## config.mk

```make
export PLATFORM = sky130hd
export DESIGN_NAME = powered_device_startup_sequencer
export DESIGN_NICKNAME = d
export VERILOG_FILES = /design/src/psu_seq_pkg.sv /design/src/interval_timer.sv /design/src/powered_device_startup_sequencer.sv
export SDC_FILE = /design/constraint.sdc
export NUM_CORES = 1
export LEC_CHECK = 0
export BUFFER_PORTS_ARGS = -buffer_cell sky130_fd_sc_hd__buf_4
export CAP_MARGIN = 40
export CORE_ASPECT_RATIO = 1.1
export CORE_MARGIN = 2
export CORE_UTILIZATION = 34
export DETAILED_ROUTE_END_ITERATION = 8
export PLACE_DENSITY = 0.48
export SLEW_MARGIN = 20
export SYNTH_ARGS = -nofsm -noshare
export SYNTH_HDL_FRONTEND = slang
export SYNTH_SLANG_ARGS = --single-unit
```

## constraint.sdc

```tcl
create_clock -name CLK_I -period 6.78 [get_ports CLK_I]
set_input_delay 0.339 -clock CLK_I [delete_from_list [all_inputs] [get_ports CLK_I]]
set_output_delay 0.339 -clock CLK_I [all_outputs]
set_load 0.05 [all_outputs]
```

## src/psu_seq_pkg.sv

```systemverilog
package psu_seq_pkg;

  // Timebase
  localparam int unsigned CLK_KHZ = 20000;
  localparam real         ROUND_EPS = 0.000001;

  // Sequencer times in milliseconds
  localparam real INRUSH_MIN_DELAY_MS = 81.5;
  localparam real FAULT_TIME_MS       = 1.65;
  localparam real IND_DELAY_MS        = 24.0;
  localparam real BIAS_TIMEOUT_MS     = 50.0;
  localparam real SRC_OFF_DELAY_MS    = 24.0;
  localparam real KA_TICK_MS          = 0.001;

  // Least times, rounded up to whole cycles
  localparam int unsigned INRUSH_MIN_CYC =
    int'($ceil(INRUSH_MIN_DELAY_MS * CLK_KHZ - ROUND_EPS));
  localparam int unsigned FAULT_CYC =
    int'($ceil(FAULT_TIME_MS * CLK_KHZ - ROUND_EPS));
  localparam int unsigned IND_DELAY_CYC =
    int'($ceil(IND_DELAY_MS * CLK_KHZ - ROUND_EPS));
  localparam int unsigned BIAS_TIMEOUT_CYC =
    int'($ceil(BIAS_TIMEOUT_MS * CLK_KHZ - ROUND_EPS));
  localparam int unsigned SRC_OFF_CYC =
    int'($ceil(SRC_OFF_DELAY_MS * CLK_KHZ - ROUND_EPS));
  localparam int unsigned KA_TICK_CYC =
    int'($ceil(KA_TICK_MS * CLK_KHZ - ROUND_EPS));
  localparam int unsigned TIMER_W = 21;

  // Keepalive period in timebase ticks and duty cycles in per mille
  localparam int unsigned KA_PERIOD_TICKS = 1000;
  localparam int unsigned KA_W            = 16;
  localparam int unsigned PM_SCALE        = 1000;
  localparam int unsigned DUTY_T12_PM     = 260;
  localparam int unsigned DUTY_SHORT_PM   = 125;
  localparam int unsigned DUTY_RES_PM     = 81;
  localparam int unsigned DUTY_OPEN_PM    = 54;

  // Current limits in milliamps per variant
  localparam int unsigned ILIM_W = 12;
  localparam logic [ILIM_W-1:0] ILIM_INRUSH_STD_MA = 12'h0C8;
  localparam logic [ILIM_W-1:0] ILIM_INRUSH_HI_MA  = 12'h14F;
  localparam logic [ILIM_W-1:0] ILIM_OPER_STD_MA   = 12'h708;
  localparam logic [ILIM_W-1:0] ILIM_OPER_HI_MA    = 12'h898;
  localparam logic [ILIM_W-1:0] ILIM_OFF_MA        = 12'h000;

  // Classification
  localparam int unsigned CLASS_W = 3;
  localparam logic [CLASS_W-1:0] CLASS_CNT_RST = 3'h0;
  localparam logic [CLASS_W-1:0] CLASS_CNT_MAX = 3'h5;

  // Duty select pin strapping
  typedef enum logic [1:0] {
    DUTY_SHORT = 2'h0,
    DUTY_RES   = 2'h1,
    DUTY_OPEN  = 2'h2
  } duty_sel_t;

  // Main phase
  typedef enum logic [3:0] {
    PH_OFF     = 4'h1,
    PH_INRUSH  = 4'h2,
    PH_RUN     = 4'h4,
    PH_ADAPTER = 4'h8
  } phase_t;

  // Bias supply startup
  typedef enum logic [3:0] {
    BS_IDLE   = 4'h1,
    BS_START  = 4'h2,
    BS_CLOSED = 4'h4,
    BS_RUN    = 4'h8
  } bias_t;

endpackage

```

## src/interval_timer.sv

```systemverilog
`timescale 1ns/1ps
module interval_timer #(
  parameter int unsigned CNT_W = 21,
  parameter int unsigned COUNT = 1
) (
  input  wire logic clk_i,
  input  wire logic rst_n_i,
  input  wire logic run_i,
  output logic      done_o
);

  logic [CNT_W-1:0] cnt;

  // Counts while run is held, clears as soon as it drops
  always_ff @(posedge clk_i or negedge rst_n_i)
  begin
    if (!rst_n_i)
    begin
      cnt <= '0;
    end
    else if (!run_i)
    begin
      cnt <= '0;
    end
    else if (cnt != CNT_W'(COUNT))
    begin
      cnt <= cnt + CNT_W'(1);
    end
  end

  // Level: run has been held for COUNT cycles
  assign done_o = (cnt == CNT_W'(COUNT));

endmodule

```

## src/powered_device_startup_sequencer.sv

```systemverilog
`timescale 1ns/1ps
module powered_device_startup_sequencer #(
  parameter bit          HIGH_POWER_VARIANT = 1'b1,
  parameter int unsigned INRUSH_MIN_CYC     = psu_seq_pkg::INRUSH_MIN_CYC,
  parameter int unsigned FAULT_CYC          = psu_seq_pkg::FAULT_CYC,
  parameter int unsigned IND_DELAY_CYC      = psu_seq_pkg::IND_DELAY_CYC,
  parameter int unsigned BIAS_TIMEOUT_CYC   = psu_seq_pkg::BIAS_TIMEOUT_CYC,
  parameter int unsigned SRC_OFF_CYC        = psu_seq_pkg::SRC_OFF_CYC,
  parameter int unsigned KA_TICK_CYC        = psu_seq_pkg::KA_TICK_CYC,
  parameter int unsigned KA_PERIOD_TICKS    = psu_seq_pkg::KA_PERIOD_TICKS
) (
  input  wire logic       CLK_I,
  input  wire logic       RST_N_I,
  input  wire logic       VDD_ABOVE_UVLO_I,
  input  wire logic       VDD_ABOVE_IND_CUTOFF_I,
  input  wire logic       THERMAL_SHUTDOWN_I,
  input  wire logic       INRUSH_CURRENT_DROP_I,
  input  wire logic       LOAD_RETURN_FAULT_I,
  input  wire logic       BIAS_FEEDBACK_IN_HIGH_I,
  input  wire logic       BIAS_SUPPLY_OUT_BELOW_HI_I,
  input  wire logic       BIAS_SUPPLY_OUT_BELOW_LO_I,
  input  wire logic       BIAS_THRESHOLD_SELECT_I,
  input  wire logic       KEEPALIVE_LOW_CURRENT_I,
  input  wire logic [1:0] KEEPALIVE_DUTY_SELECT_I,
  input  wire logic       ADAPTER_DETECT_I,
  input  wire logic       CLASS_EVENT_I,
  input  wire logic       CLASS_SOURCE_TYPE34_I,
  output logic            PASS_SWITCH_ON_O,
  output logic [11:0]     CURRENT_LIMIT_MA_O,
  output logic            INRUSH_DONE_OUT_O,
  output logic            INRUSH_DONE_OUT_OE_O,
  output logic            POWER_LEVEL_HIGH_IND_O,
  output logic            POWER_LEVEL_HIGH_IND_OE_O,
  output logic            POWER_LEVEL_LOW_IND_O,
  output logic            POWER_LEVEL_LOW_IND_OE_O,
  output logic            ENHANCED_SOURCE_IND_N_O,
  output logic            ENHANCED_SOURCE_IND_N_OE_O,
  output logic            BIAS_STARTUP_SOURCE_ON_O,
  output logic            BIAS_SWITCH_ON_O,
  output logic            KEEPALIVE_PULSE_OUT_O
);

  localparam int unsigned TW = psu_seq_pkg::TIMER_W;
  localparam int unsigned KW = psu_seq_pkg::KA_W;
  localparam int unsigned PM = psu_seq_pkg::PM_SCALE;
  localparam logic [KW-1:0] KA_LAST = KW'(KA_PERIOD_TICKS - 1);
  localparam logic [KW-1:0] ON_T12 = KW'(KA_PERIOD_TICKS * psu_seq_pkg::DUTY_T12_PM / PM);
  localparam logic [KW-1:0] ON_SHORT = KW'(KA_PERIOD_TICKS * psu_seq_pkg::DUTY_SHORT_PM / PM);
  localparam logic [KW-1:0] ON_RES = KW'(KA_PERIOD_TICKS * psu_seq_pkg::DUTY_RES_PM / PM);
  localparam logic [KW-1:0] ON_OPEN = KW'(KA_PERIOD_TICKS * psu_seq_pkg::DUTY_OPEN_PM / PM);
  localparam logic [7:0] TICK_LAST = 8'(KA_TICK_CYC - 1);

  psu_seq_pkg::phase_t state;
  psu_seq_pkg::phase_t next_state;
  psu_seq_pkg::bias_t  bias;
  psu_seq_pkg::bias_t  next_bias;

  logic                               waive;
  logic                               drop_seen;
  logic                               min_done;
  logic                               fault_done;
  logic                               bias_tmo_done;
  logic                               src_off_done;
  logic                               ind_dly_done;
  logic                               ind_en;
  logic                               ind_cutoff;
  logic                               bias_uv;
  logic                               bias_active;
  logic                               class_open;
  logic [psu_seq_pkg::CLASS_W-1:0]    class_cnt;
  logic                               type34;
  logic                               code_high;
  logic                               code_low;
  logic [7:0]                         ka_div;
  logic                               ka_tick;
  logic [KW-1:0]                      ka_phase;
  logic [KW-1:0]                      ka_on;
  logic                               ka_run;
  logic                               inrush_done;

  // Inrush may end only after the drop and the minimum delay or a waiver
  assign inrush_done = drop_seen && (min_done || waive);
  assign bias_active = (state == psu_seq_pkg::PH_RUN) || (state == psu_seq_pkg::PH_ADAPTER);
  assign bias_uv     = BIAS_THRESHOLD_SELECT_I ? BIAS_SUPPLY_OUT_BELOW_LO_I
                                               : BIAS_SUPPLY_OUT_BELOW_HI_I;
  assign ind_cutoff  = THERMAL_SHUTDOWN_I || bias_uv || !VDD_ABOVE_IND_CUTOFF_I;

  // Timers on the system clock
  interval_timer #(.CNT_W(TW), .COUNT(INRUSH_MIN_CYC)) u_min (
    .clk_i(CLK_I), .rst_n_i(RST_N_I),
    .run_i(state == psu_seq_pkg::PH_INRUSH), .done_o(min_done));
  interval_timer #(.CNT_W(TW), .COUNT(FAULT_CYC)) u_fault (
    .clk_i(CLK_I), .rst_n_i(RST_N_I),
    .run_i(state == psu_seq_pkg::PH_RUN && LOAD_RETURN_FAULT_I), .done_o(fault_done));
  interval_timer #(.CNT_W(TW), .COUNT(BIAS_TIMEOUT_CYC)) u_btmo (
    .clk_i(CLK_I), .rst_n_i(RST_N_I),
    .run_i(bias == psu_seq_pkg::BS_START && !BIAS_FEEDBACK_IN_HIGH_I),
    .done_o(bias_tmo_done));
  interval_timer #(.CNT_W(TW), .COUNT(SRC_OFF_CYC)) u_srcoff (
    .clk_i(CLK_I), .rst_n_i(RST_N_I),
    .run_i(bias == psu_seq_pkg::BS_CLOSED), .done_o(src_off_done));
  interval_timer #(.CNT_W(TW), .COUNT(IND_DELAY_CYC)) u_ind (
    .clk_i(CLK_I), .rst_n_i(RST_N_I),
    .run_i(state == psu_seq_pkg::PH_RUN && BIAS_FEEDBACK_IN_HIGH_I && !ind_cutoff),
    .done_o(ind_dly_done));

  // Phase selection; adapter has priority, then supply and thermal
  always_comb
  begin
    next_state = state;
    if (ADAPTER_DETECT_I)
    begin
      next_state = psu_seq_pkg::PH_ADAPTER;
    end
    else if (!VDD_ABOVE_UVLO_I || THERMAL_SHUTDOWN_I || state == psu_seq_pkg::PH_ADAPTER)
    begin
      next_state = psu_seq_pkg::PH_OFF;
    end
    else
    begin
      case (state)
        psu_seq_pkg::PH_OFF:    next_state = psu_seq_pkg::PH_INRUSH;
        psu_seq_pkg::PH_INRUSH: if (inrush_done) next_state = psu_seq_pkg::PH_RUN;
        psu_seq_pkg::PH_RUN:    if (fault_done) next_state = psu_seq_pkg::PH_INRUSH;
        default:                next_state = psu_seq_pkg::PH_OFF;
      endcase
    end
  end

  // Phase register
  always_ff @(posedge CLK_I or negedge RST_N_I)
  begin
    if (!RST_N_I)
    begin
      state <= psu_seq_pkg::PH_OFF;
    end
    else
    begin
      state <= next_state;
    end
  end

  // Waiver of the minimum delay after a load return fault
  always_ff @(posedge CLK_I or negedge RST_N_I)
  begin
    if (!RST_N_I)
    begin
      waive <= 1'b0;
    end
    else if (state == psu_seq_pkg::PH_RUN && next_state == psu_seq_pkg::PH_INRUSH)
    begin
      waive <= 1'b1;
    end
    else if (state != psu_seq_pkg::PH_INRUSH)
    begin
      waive <= 1'b0;
    end
  end

  // Current drop seen during inrush switches the limit to operating
  always_ff @(posedge CLK_I or negedge RST_N_I)
  begin
    if (!RST_N_I)
    begin
      drop_seen <= 1'b0;
    end
    else if (state != psu_seq_pkg::PH_INRUSH)
    begin
      drop_seen <= 1'b0;
    end
    else if (INRUSH_CURRENT_DROP_I)
    begin
      drop_seen <= 1'b1;
    end
  end

  // Pass switch, current limit and power-good
  assign PASS_SWITCH_ON_O = (state == psu_seq_pkg::PH_INRUSH) ||
                            (state == psu_seq_pkg::PH_RUN);
  always_comb
  begin
    if (!PASS_SWITCH_ON_O)
    begin
      CURRENT_LIMIT_MA_O = psu_seq_pkg::ILIM_OFF_MA;
    end
    else if (state == psu_seq_pkg::PH_RUN || drop_seen)
    begin
      CURRENT_LIMIT_MA_O = HIGH_POWER_VARIANT ? psu_seq_pkg::ILIM_OPER_HI_MA
                                              : psu_seq_pkg::ILIM_OPER_STD_MA;
    end
    else
    begin
      CURRENT_LIMIT_MA_O = HIGH_POWER_VARIANT ? psu_seq_pkg::ILIM_INRUSH_HI_MA
                                              : psu_seq_pkg::ILIM_INRUSH_STD_MA;
    end
  end
  assign INRUSH_DONE_OUT_O    = 1'b0;
  assign INRUSH_DONE_OUT_OE_O = (state == psu_seq_pkg::PH_INRUSH);

  // Class cycles counted before power-up, frozen afterwards
  always_ff @(posedge CLK_I or negedge RST_N_I)
  begin
    if (!RST_N_I)
    begin
      class_cnt  <= psu_seq_pkg::CLASS_CNT_RST;
      type34     <= 1'b0;
      class_open <= 1'b0;
    end
    else if (state != psu_seq_pkg::PH_OFF)
    begin
      class_open <= 1'b0;
    end
    else if (CLASS_EVENT_I)
    begin
      class_open <= 1'b1;
      type34     <= class_open ? (type34 || CLASS_SOURCE_TYPE34_I) : CLASS_SOURCE_TYPE34_I;
      if (!class_open)
      begin
        class_cnt <= 3'h1;
      end
      else if (class_cnt != psu_seq_pkg::CLASS_CNT_MAX)
      begin
        class_cnt <= class_cnt + 3'h1;
      end
    end
  end

  // Level code from cycles received, demotion falls out of the count
  always_comb
  begin
    case (class_cnt)
      3'h2, 3'h3: {code_high, code_low} = 2'h2;
      3'h4:       {code_high, code_low} = 2'h1;
      3'h5:       {code_high, code_low} = 2'h0;
      default:    {code_high, code_low} = 2'h3;
    endcase
  end

  // Indicator enable, dropped on cutoff and re-armed after startup
  always_ff @(posedge CLK_I or negedge RST_N_I)
  begin
    if (!RST_N_I)
    begin
      ind_en <= 1'b0;
    end
    else if (ind_cutoff || state != psu_seq_pkg::PH_RUN)
    begin
      ind_en <= 1'b0;
    end
    else if (ind_dly_done)
    begin
      ind_en <= 1'b1;
    end
  end

  // Indicator pins from flip-flops
  always_ff @(posedge CLK_I or negedge RST_N_I)
  begin
    if (!RST_N_I)
    begin
      POWER_LEVEL_HIGH_IND_O     <= 1'b1;
      POWER_LEVEL_HIGH_IND_OE_O  <= 1'b0;
      POWER_LEVEL_LOW_IND_O      <= 1'b1;
      POWER_LEVEL_LOW_IND_OE_O   <= 1'b0;
      ENHANCED_SOURCE_IND_N_O    <= 1'b1;
      ENHANCED_SOURCE_IND_N_OE_O <= 1'b0;
    end
    else if (state == psu_seq_pkg::PH_ADAPTER)
    begin
      POWER_LEVEL_HIGH_IND_O     <= 1'b0;
      POWER_LEVEL_HIGH_IND_OE_O  <= 1'b1;
      POWER_LEVEL_LOW_IND_OE_O   <= 1'b0;
      ENHANCED_SOURCE_IND_N_OE_O <= 1'b0;
    end
    else
    begin
      POWER_LEVEL_HIGH_IND_O     <= code_high;
      POWER_LEVEL_HIGH_IND_OE_O  <= ind_en;
      POWER_LEVEL_LOW_IND_O      <= code_low;
      POWER_LEVEL_LOW_IND_OE_O   <= ind_en;
      ENHANCED_SOURCE_IND_N_O    <= !type34;
      ENHANCED_SOURCE_IND_N_OE_O <= ind_en;
    end
  end

  // Bias supply startup sequence
  always_comb
  begin
    next_bias = bias;
    if (!bias_active)
    begin
      next_bias = psu_seq_pkg::BS_IDLE;
    end
    else
    begin
      case (bias)
        psu_seq_pkg::BS_IDLE:
          next_bias = psu_seq_pkg::BS_START;
        psu_seq_pkg::BS_START:
          if (BIAS_FEEDBACK_IN_HIGH_I || bias_tmo_done) next_bias = psu_seq_pkg::BS_CLOSED;
        psu_seq_pkg::BS_CLOSED:
          if (bias_uv) next_bias = psu_seq_pkg::BS_START;
          else if (src_off_done) next_bias = psu_seq_pkg::BS_RUN;
        psu_seq_pkg::BS_RUN:
          if (bias_uv) next_bias = psu_seq_pkg::BS_START;
        default:
          next_bias = psu_seq_pkg::BS_IDLE;
      endcase
    end
  end

  // Bias state register
  always_ff @(posedge CLK_I or negedge RST_N_I)
  begin
    if (!RST_N_I)
    begin
      bias <= psu_seq_pkg::BS_IDLE;
    end
    else
    begin
      bias <= next_bias;
    end
  end

  // Bias outputs
  always_ff @(posedge CLK_I or negedge RST_N_I)
  begin
    if (!RST_N_I)
    begin
      BIAS_STARTUP_SOURCE_ON_O <= 1'b0;
      BIAS_SWITCH_ON_O         <= 1'b0;
    end
    else
    begin
      BIAS_STARTUP_SOURCE_ON_O <= (next_bias == psu_seq_pkg::BS_START) ||
                                  (next_bias == psu_seq_pkg::BS_CLOSED);
      BIAS_SWITCH_ON_O         <= (next_bias == psu_seq_pkg::BS_CLOSED) ||
                                  (next_bias == psu_seq_pkg::BS_RUN);
    end
  end

  // Keepalive timebase: one-cycle tick from a divider
  always_ff @(posedge CLK_I or negedge RST_N_I)
  begin
    if (!RST_N_I)
    begin
      ka_div <= 8'h00;
    end
    else
    begin
      ka_div <= ka_tick ? 8'h00 : ka_div + 8'h01;
    end
  end
  assign ka_tick = (ka_div == TICK_LAST);

  // Duty cycle: fixed for type 1-2, strap-selected for type 3-4
  always_comb
  begin
    if (!type34)
    begin
      ka_on = ON_T12;
    end
    else if (KEEPALIVE_DUTY_SELECT_I == psu_seq_pkg::DUTY_SHORT)
    begin
      ka_on = ON_SHORT;
    end
    else if (KEEPALIVE_DUTY_SELECT_I == psu_seq_pkg::DUTY_RES)
    begin
      ka_on = ON_RES;
    end
    else
    begin
      ka_on = ON_OPEN;
    end
  end
  assign ka_run = KEEPALIVE_LOW_CURRENT_I && bias_active;

  // Keepalive period counter and pulse
  always_ff @(posedge CLK_I or negedge RST_N_I)
  begin
    if (!RST_N_I)
    begin
      ka_phase              <= '0;
      KEEPALIVE_PULSE_OUT_O <= 1'b0;
    end
    else if (!ka_run)
    begin
      ka_phase              <= '0;
      KEEPALIVE_PULSE_OUT_O <= 1'b0;
    end
    else
    begin
      if (ka_tick)
      begin
        ka_phase <= (ka_phase == KA_LAST) ? '0 : ka_phase + KW'(1);
      end
      KEEPALIVE_PULSE_OUT_O <= (ka_phase < ka_on);
    end
  end

  // Checks
  a_inrush_start: assert property (@(posedge CLK_I) disable iff (!RST_N_I)
    state == psu_seq_pkg::PH_OFF && VDD_ABOVE_UVLO_I && !THERMAL_SHUTDOWN_I && !ADAPTER_DETECT_I
    |=> PASS_SWITCH_ON_O && INRUSH_DONE_OUT_OE_O) else $error("inrush did not start");
  a_limit_switch: assert property (@(posedge CLK_I) disable iff (!RST_N_I)
    state == psu_seq_pkg::PH_INRUSH && INRUSH_CURRENT_DROP_I && next_state == state
    |=> CURRENT_LIMIT_MA_O > 12'h400) else $error("limit not raised after drop");
  a_pg_release: assert property (@(posedge CLK_I) disable iff (!RST_N_I)
    $fell(INRUSH_DONE_OUT_OE_O) && state == psu_seq_pkg::PH_RUN
    |-> $past(drop_seen) && ($past(min_done) || $past(waive))) else $error("early inrush end");
  a_fault_restart: assert property (@(posedge CLK_I) disable iff (!RST_N_I)
    state == psu_seq_pkg::PH_RUN && fault_done && next_state == psu_seq_pkg::PH_INRUSH
    |=> state == psu_seq_pkg::PH_INRUSH && waive
    ##1 (state != psu_seq_pkg::PH_INRUSH || waive)) else $error("no waiver");
  a_ind_level: assert property (@(posedge CLK_I) disable iff (!RST_N_I)
    ind_en && state == psu_seq_pkg::PH_RUN && class_cnt == 3'h4
    |=> !POWER_LEVEL_HIGH_IND_O && POWER_LEVEL_LOW_IND_O && POWER_LEVEL_LOW_IND_OE_O)
    else $error("level code wrong");
  a_ind_type: assert property (@(posedge CLK_I) disable iff (!RST_N_I)
    ind_en && state == psu_seq_pkg::PH_RUN |=> ENHANCED_SOURCE_IND_N_O == !type34)
    else $error("type indicator wrong");
  a_ind_cutoff: assert property (@(posedge CLK_I) disable iff (!RST_N_I)
    state == psu_seq_pkg::PH_RUN && ind_cutoff ##1 state == psu_seq_pkg::PH_RUN
    |=> !POWER_LEVEL_LOW_IND_OE_O && !ENHANCED_SOURCE_IND_N_OE_O) else $error("no cutoff");
  a_bias_close: assert property (@(posedge CLK_I) disable iff (!RST_N_I)
    bias == psu_seq_pkg::BS_START && BIAS_FEEDBACK_IN_HIGH_I && bias_active
    |=> BIAS_SWITCH_ON_O && BIAS_STARTUP_SOURCE_ON_O) else $error("bias switch not closed");
  a_bias_uv: assert property (@(posedge CLK_I) disable iff (!RST_N_I)
    bias == psu_seq_pkg::BS_RUN && bias_uv && bias_active
    |=> BIAS_STARTUP_SOURCE_ON_O && !BIAS_SWITCH_ON_O) else $error("bias restart missing");
  a_ka_stop: assert property (@(posedge CLK_I) disable iff (!RST_N_I)
    !KEEPALIVE_LOW_CURRENT_I |=> !KEEPALIVE_PULSE_OUT_O) else $error("keepalive not stopped");
  a_adapter_mode: assert property (@(posedge CLK_I) disable iff (!RST_N_I)
    ADAPTER_DETECT_I [*2] |=> !PASS_SWITCH_ON_O && POWER_LEVEL_HIGH_IND_OE_O
    && !POWER_LEVEL_HIGH_IND_O && !INRUSH_DONE_OUT_OE_O) else $error("adapter override wrong");

  c_inrush_end: cover property (@(posedge CLK_I) disable iff (!RST_N_I)
    state == psu_seq_pkg::PH_INRUSH ##1 state == psu_seq_pkg::PH_RUN);
  c_fault_restart: cover property (@(posedge CLK_I) disable iff (!RST_N_I)
    state == psu_seq_pkg::PH_RUN ##1 state == psu_seq_pkg::PH_INRUSH && waive);
  c_ind_on: cover property (@(posedge CLK_I) disable iff (!RST_N_I)
    $rose(POWER_LEVEL_HIGH_IND_OE_O) && state == psu_seq_pkg::PH_RUN);
  c_ka_pulse: cover property (@(posedge CLK_I) disable iff (!RST_N_I)
    $rose(KEEPALIVE_PULSE_OUT_O));

endmodule

```

==> results of run 1 <==
power groups by stage:
stage	sequential [W]	clock, W	combinational, W
2_1_floorplan	0.000974	0	0.0000480
3_3_place_gp	0.000959	0	0.000115
3_5_place_dp	0.000959	0	0.000117
4_1_cts	0.000942	0.00101	0.000118
5_1_grt	0.000944	0.00105	0.000132
6_report	0.000943	0.000977	0.000116
registers in the layout, indices dropped and copies added (netlist names), 3 cells and up:
signal	cells
state	4
ka_phase	16
u_srcoff.cnt	21
u_min.cnt	21
u_btmo.cnt	21
u_fault.cnt	21
class_cnt	3
ka_div	8
u_ind.cnt	21
bias	4
per-layer routing:
layer	vias up	global-route usage (%)	part of all wire (%)
li1	3054	-	-
met2	60	24.2	47
met5	-	0	0
met1	2906	20.2	49
met4	0	4.39	1.3
met3	16	3.32	2.5
cell usage in the layout (no fill, tap or decap), types with 3 or more instances in the layout:
master | synthesis | routed
nor4b_1 | 12 | 12
a21oi_1 | 30 | 30
xnor2_1 | 41 | 41
or2_2 | 3 | 3
ha_1 | 24 | 24
nor2b_1 | 7 | 7
nand3_1 | 48 | 48
nor3_1 | 31 | 31
nand2_1 | 65 | 65
nand4_1 | 34 | 34
dfrtp_1 | 148 | 148
clkbuf_16 | 0 | 17
or3_1 | 23 | 23
clkbuf_1 | 16 | 3
dfstp_2 | 5 | 5
xor2_1 | 53 | 53
conb_1 | 1 | 4
nor3b_1 | 6 | 6
nor2_1 | 125 | 125
inv_1 | 37 | 37
a22o_1 | 3 | 3
nand2b_1 | 7 | 7
o22ai_1 | 3 | 3
buf_6 | 1 | 3
o21ai_2 | 4 | 4
o21ai_0 | 37 | 37
and3_1 | 12 | 12
mux2i_1 | 5 | 5
buf_4 | 12 | 36
and4_1 | 6 | 6
clkinv_2 | 0 | 3
or4b_2 | 5 | 5
or4_1 | 4 | 4
nor4_1 | 17 | 17
bufinv_16 | 0 | 3
cells by family after synthesis:
logic type                 Yosys count
other                                1
xor gates and xnor gates            94
adders and majority gates           24
buffers and inverters               67
DFF                                153
and+or+nand+nor                    422
AOI/OAI and AO/OA                   93
muxes                                5
layout make-up:
cell class | count | area (um2)
multi-input combinational | 642 | 3960
tap | 305 | 382
sequential | 153 | 3830
timing repair buffer | 43 | 384
clock inverter | 11 | 146
clock buffer | 21 | 450
inverter | 37 | 139
fill | 2338 | 14200
stage by stage:
step / utilization (%) / std cells / area, um2 / worst slack [ns]
after floorplan: - / 862 / 8100 / 3.84
after global placement: 36.5 / 1174 / 8600 / 4.18
after detailed placement: 36.7 / 1177 / 8650 / 4.16
after CTS: 39.3 / 1210 / 9260 / 3.70
after global routing: 39.5 / 1212 / 9300 / 3.64
final: 39.5 / 1212 / 9300 / 3.80
repair_timing:
| action | CTS | global route |
|---|---|---|
| setup endpoints to repair | 0 | 0 |
| hold endpoints to repair | 6 | 0 |
| hold buffers | 1 | 0 |
critical path, cell delays in order (launching register included):
cell and delay [ns]:
dfrtp_1 0.45, or4b_2 0.99, nor2_1 0.48, buf_4 0.29
path summary, 6_finish.rpt:
| path | endpoint | depth (start not counted) | slack [ns] | from |
|---|---|---|---|---|
| setup / recovery | CURRENT_LIMIT_MA_O[2] | 3 | 3.80 | state[2] |
| min in group asynchronous | u_min.cnt[4] | 2 | 0.27 | RST_N_I |
| setup reg to reg | ka_phase[7] | 5 | 4.35 | state[1] |
| hold / removal | state[3] | 1 | 0.04 | ADAPTER_DETECT_I |
| max in group asynchronous | POWER_LEVEL_LOW_IND_O | 4 | 5.65 | RST_N_I |
| hold reg to reg | POWER_LEVEL_HIGH_IND_OE_O | 1 | 0.48 | ind_en |
==> results.cfg, run 1 <==
[sta]
rsz0062_at_grt = no
clock-skew-final_ns = 0.00818
setup_viol = 0
worst_pin_slew_ns = 0.829
fin_setup_tns_ns = 0
min_period_over_period_pct = 44.0
report.final.slew_viol_count = 0
clock.fmax_mhz = 336
fin_crit_ns = 2.98
finalHoldViolCount = 0
slew-limit-headroom_pct = 44.3
holdWs_ns = 0.0424

[floorplanning]
io_pins = 41
die_x_um = 151
die_area_mm2 = 0.0251
fp.dieH_um = 166
core_mm2 = 0.0235
rows = 59
start_util_pct = 34.4

[setup_path]
worst-setup-path-type = flip-flop to output port
crit_required_ns = 6.44
worstPathMaxFanout = 25
cp-end-kind = output port
cp_data_arrival_time_ns = 2.64
crit_path_start_kind = flip-flop

[global_routing]
grt_pass1_wl_mm = 30.4
grt_max_degree = 84
grt_overflow = 0
antenna_found_initial = 0
grt_pass1_vias = 6161
grt_use_total_pct = 15.0

[synthesis]
synth_area_leaders = dfrtp_1 (46%), nor2_1 (5.8%), xor2_1 (5.7%)
synth-seq-cells = 153
yosys.cell_types.count = 57
synth_cells = 859
synthXorXnorAreaFrac_pct = 10.2
ys_seq_area_share_pct = 47.4
synth_top_family_by_area = simple AND/OR/NAND/NOR gates
synthMuxAreaShare_pct = 0.619
yosys_most_used_dff = dfrtp_1
synth_common_cells = dfrtp_1 (148), nor2_1 (125), nand2_1 (65)
async_flop_share_pct = 100
synthAdderAreaFrac_pct = 3.71
yosysTopAreaCell = dfrtp_1
syn_avg_cell_area_um2 = 9.42
synth-simple-area-share_pct = 27.6
synth.most_common_cell = dfrtp_1
synth_area_mm2 = 0.00809
yosys_warnings = 0
synth_top_cell_area_share_pct = 45.8
synth-compound-area-share_pct = 6.70
synth_edf_count = 0

[status]
status = complete, no violations

[pwr]
p_total_w = 0.00204
swShare_pct = 23.5
p_sw_w = 0.000479
p_int_w = 0.00156
pwr-share-comb_pct = 5.7
power.leakage_nw = 3.67
p_clk_share_pct = 48.0
p_per_area_mw_per_mm2 = 219
vdd_ir_drop_max_uv = 159
pwr-share-seq_pct = 46.3

[drt]
drtAntennaViolNets = 0
wl_per_cell_um = 14.2
viasPerCell = 4.98
wl_mm = 17.2
drt_iter0_drc = 265
via_count = 6036
detail_route.first_pass.iterations = 5
drc_errors = 0

[clock_network]
cts_root_buf = clkbuf_16
cts_buffers = 17
cts_resized = 0
clk_path_buf_depth = 2
clock_latency_ns = 0.43
clk_pin_slew_worst_paths_ns = 0.06
htreeDepth = 4
cts_tree = built
cts_setup_buffers = 0
clkSinkCount = 153

[place]
gp_congestion = 0.741
dp_hpwl_mm = 11.8
io_buffer_count = 36

[hold_path]
hold_class = primary input to flip-flop

[layout]
area_growth_pct = 14.9
nets = 935
antenna_cells = 0
drive_gt1_share_pct = 10.8

[run]
cap_violations = 0
(Power assumes the default switching activity.)
==> run 2: changes to the inputs <==
--- a/config.mk
+++ b/config.mk
@@ -5,13 +5,14 @@
 export SDC_FILE = /design/constraint.sdc
 export NUM_CORES = 1
 export LEC_CHECK = 0
+export ABC_AREA = 1
 export BUFFER_PORTS_ARGS = -buffer_cell sky130_fd_sc_hd__buf_4
 export CAP_MARGIN = 40
 export CORE_ASPECT_RATIO = 1.1
 export CORE_MARGIN = 2
 export CORE_UTILIZATION = 34
 export DETAILED_ROUTE_END_ITERATION = 8
-export PLACE_DENSITY = 0.48
+export PLACE_DENSITY = 0.5
 export SLEW_MARGIN = 20
 export SYNTH_ARGS = -nofsm -noshare
 export SYNTH_HDL_FRONTEND = slang
==> constraint.sdc (replaced) <==
create_clock -name CLK_I -period 2.6 [get_ports CLK_I]
set_input_delay 0.13 -clock CLK_I [delete_from_list [all_inputs] [get_ports CLK_I]]
set_output_delay 0.13 -clock CLK_I [all_outputs]
set_load 0.05 [all_outputs]
==> results.cfg, run 2 <==
[status]
status = complete, no violations

[place]
dp_hpwl_mm = 14.3
io_buffer_count = 36
placed_area_mm2 = 0.00917
gp_congestion = 0.797
post-place-ws_ns = 0.728

[global_routing]
grt_use_total_pct = 15.3
grt_max_degree = 60
antenna_found_initial = 0
grt_overflow = 0
grt_pass1_wl_mm = 33.2
grt_pass1_vias = 6944

[drt]
via_count = 7049
drc_errors = 0
wl_mm = 19.1
drt_iter0_drc = 310
drtAntennaViolNets = 0
detail_route.first_pass.iterations = 5
viasPerCell = 4.77
wl_per_cell_um = 12.9

[synthesis]
yosysTopAreaCell = dfrtp_1
synth_cells = 1101
yosys_most_used_dff = dfrtp_1
synth_common_cells = nand2_1 (192), inv_1 (168), dfrtp_1 (148)
synth_area_mm2 = 0.00858
synth-seq-cells = 153
synth_top_cell_area_share_pct = 43.1
synth.most_common_cell = nand2_1
syn_avg_cell_area_um2 = 7.80
yosys_warnings = 0
yosys.cell_types.count = 50
async_flop_share_pct = 100
synth_edf_count = 0
synth_area_leaders = dfrtp_1 (43%), nand2_1 (8.4%), inv_1 (7.3%)
ys_seq_area_share_pct = 44.7

[clock_network]
cts_tree = built
cts_buffers = 17
cts_setup_buffers = 0
htreeDepth = 4
clk_path_buf_depth = 2
clkSinkCount = 153
cts_root_buf = clkbuf_16
clk_pin_slew_worst_paths_ns = 0.07
clock_latency_ns = 0.42

[setup_path]
crit_required_ns = 2.47
cp_slowest_stage_delay_ns = 0.60
worstPathMaxFanout = 3
crit_buf_inv = 1
path_cells = nor2_1 > nand3_1 > o21ai_0 > buf_4
crit_path_start_kind = flip-flop
cp-end-kind = output port
rrSetupSlack_ns = 0.73
cp.depth = 4
setup.worst_path.start = state[2]
r2r_start = state[1]
rr_endpoint = u_fault.cnt[16]
cp_data_arrival_time_ns = 2.01
reg2regPathDepth = 7
cp_slowest_cell = o21ai_0
worst-setup-path-type = flip-flop to output port
crit_family = compound AO/OA/AOI/OAI gates

[floorplanning]
die_x_um = 155
core_mm2 = 0.0250
die_area_mm2 = 0.0265
io_pins = 41
rows = 61
fp.dieH_um = 171
start_util_pct = 34.3

[sta]
slew-limit-headroom_pct = 50.4
clock-skew-final_ns = 0.0119
setup_slack_ns = 0.457
fin_crit_ns = 2.14
min_period_over_period_pct = 82.4
setup_viol = 0
clock.fmax_mhz = 467
report.final.slew_viol_count = 0
finalHoldViolCount = 0
fin_setup_tns_ns = 0
rsz0062_at_grt = no
worst_pin_slew_ns = 0.737

[layout]
stdcell_area_mm2 = 0.00986
nFillCells = 2623
drive_gt1_share_pct = 12.2
antenna_cells = 0
area_growth_pct = 14.8
layout_commonest_cell = nand2_1
post-route-util_pct = 39.4
nets = 1190
final_cell_mix = nand2_1 (192), inv_1 (168), dfrtp_1 (148), nor2_1 (140), a21oi_1 (83)
multi_input_area_mm2 = 0.00394
seqCellArea_mm2 = 0.00383

[run]
cap_violations = 0

[hold_path]
hold_class = primary input to flip-flop
hold_start = LOAD_RETURN_FAULT_I
holdPathEnd = u_fault.cnt[0]
whs_path_depth = 3

[pwr]
p_per_area_mw_per_mm2 = 547
power.leakage_nw = 4.37
vdd_ir_drop_max_uv = 353
run 2: cell count changes after synthesis, moves of 11 or more:
| cell | previous run | this run |
|---|---|---|
| a21oi_1 | 30 | 83 |
| clkbuf_1 | 16 | 2 |
| inv_1 | 37 | 168 |
| nand2_1 | 65 | 192 |
| nand2_2 | 0 | 11 |
| nand3_1 | 48 | 73 |
| nor2_1 | 125 | 140 |
| nor4_1 | 17 | 2 |
| nor4b_1 | 12 | 0 |
| o21ai_0 | 37 | 58 |
| or3_1 | 23 | 0 |
| xnor2_1 | 41 | 3 |
| xor2_1 | 53 | 12 |
run 2: repair_timing:
| item | 4_1_cts | 5_1_grt |
|---|---|---|
| hold buffers | 5 | 0 |
| resized for setup | 0 | 0 |
| hold endpoints to repair | 61 | 0 |
run 2: area by class of cell:
class | count | share of cell area [%]
tap | 315 | 4.00
clock buffer | 21 | 4.67
inverter | 176 | 6.72
timing repair buffer | 49 | 4.02
clock inverter | 11 | 1.74
multi-input combinational | 752 | 39.9
sequential | 153 | 38.9
run 2: power by group:
group          switching [W]  total, W  internal [W]
registers          0.0000260   0.00244       0.00241
logic               0.000195  0.000278     0.0000832
clock network        0.00101   0.00267       0.00166
total                0.00123   0.00539       0.00416
run 2: routing by layer:
| metal | vias up | global-route usage (%) | routed length (um) |
|---|---|---|---|
| li1 | 3664 | - | - |
| met1 | 3290 | 21.5 | 9920 |
| met2 | 79 | 24.4 | 8470 |
| met3 | 16 | 2.46 | 457 |
| met4 | 0 | 4.27 | 217 |
| met5 | - | 0 | 0 |
run 2: worst max-delay path by stage:
stage / end / slack (ns)
6_report: CURRENT_LIMIT_MA_O[4] / 0.46
5_1_grt: CURRENT_LIMIT_MA_O[11] / 0.36
4_1_cts: CURRENT_LIMIT_MA_O[4] / 0.46
3_5_place_dp: u_fault.cnt[12] / 0.73
3_3_place_gp: state[1] / 0.79
2_1_floorplan: CURRENT_LIMIT_MA_O[11] / 0.06
run 2: tightest hold or removal path, stage by stage:
cell	delay, ns
buf_4	0.12
nand2_1	0.07
o21ai_0	0.07
run 2: metrics by stage:
| stage | std cells | total power, W | hold slack, ns |
|---|---|---|---|
| 2_1_floorplan | 1104 | 0.00263 | -0.166 |
| 6_report | 1477 | 0.00539 | 0.0229 |
| 3_5_place_dp | 1440 | 0.00276 | 0.155 |
| 4_1_cts | 1477 | 0.00547 | 0.0123 |
| 5_1_grt | 1477 | 0.00559 | 0.0272 |
| 3_3_place_gp | 1440 | 0.00276 | 0.152 |
run 2: cells by family after synthesis:
| group | count (synthesis) | share of synthesized area [%] |
|---|---|---|
| AOI/OAI and AO/OA | 184 | 11.9 |
| xor gates and xnor gates | 15 | 1.53 |
| adders and majority gates | 24 | 3.50 |
| buffers and inverters | 199 | 9.59 |
| DFF | 153 | 44.7 |
| other | 1 | 0.0437 |
| and+or+nand+nor | 525 | 28.8 |
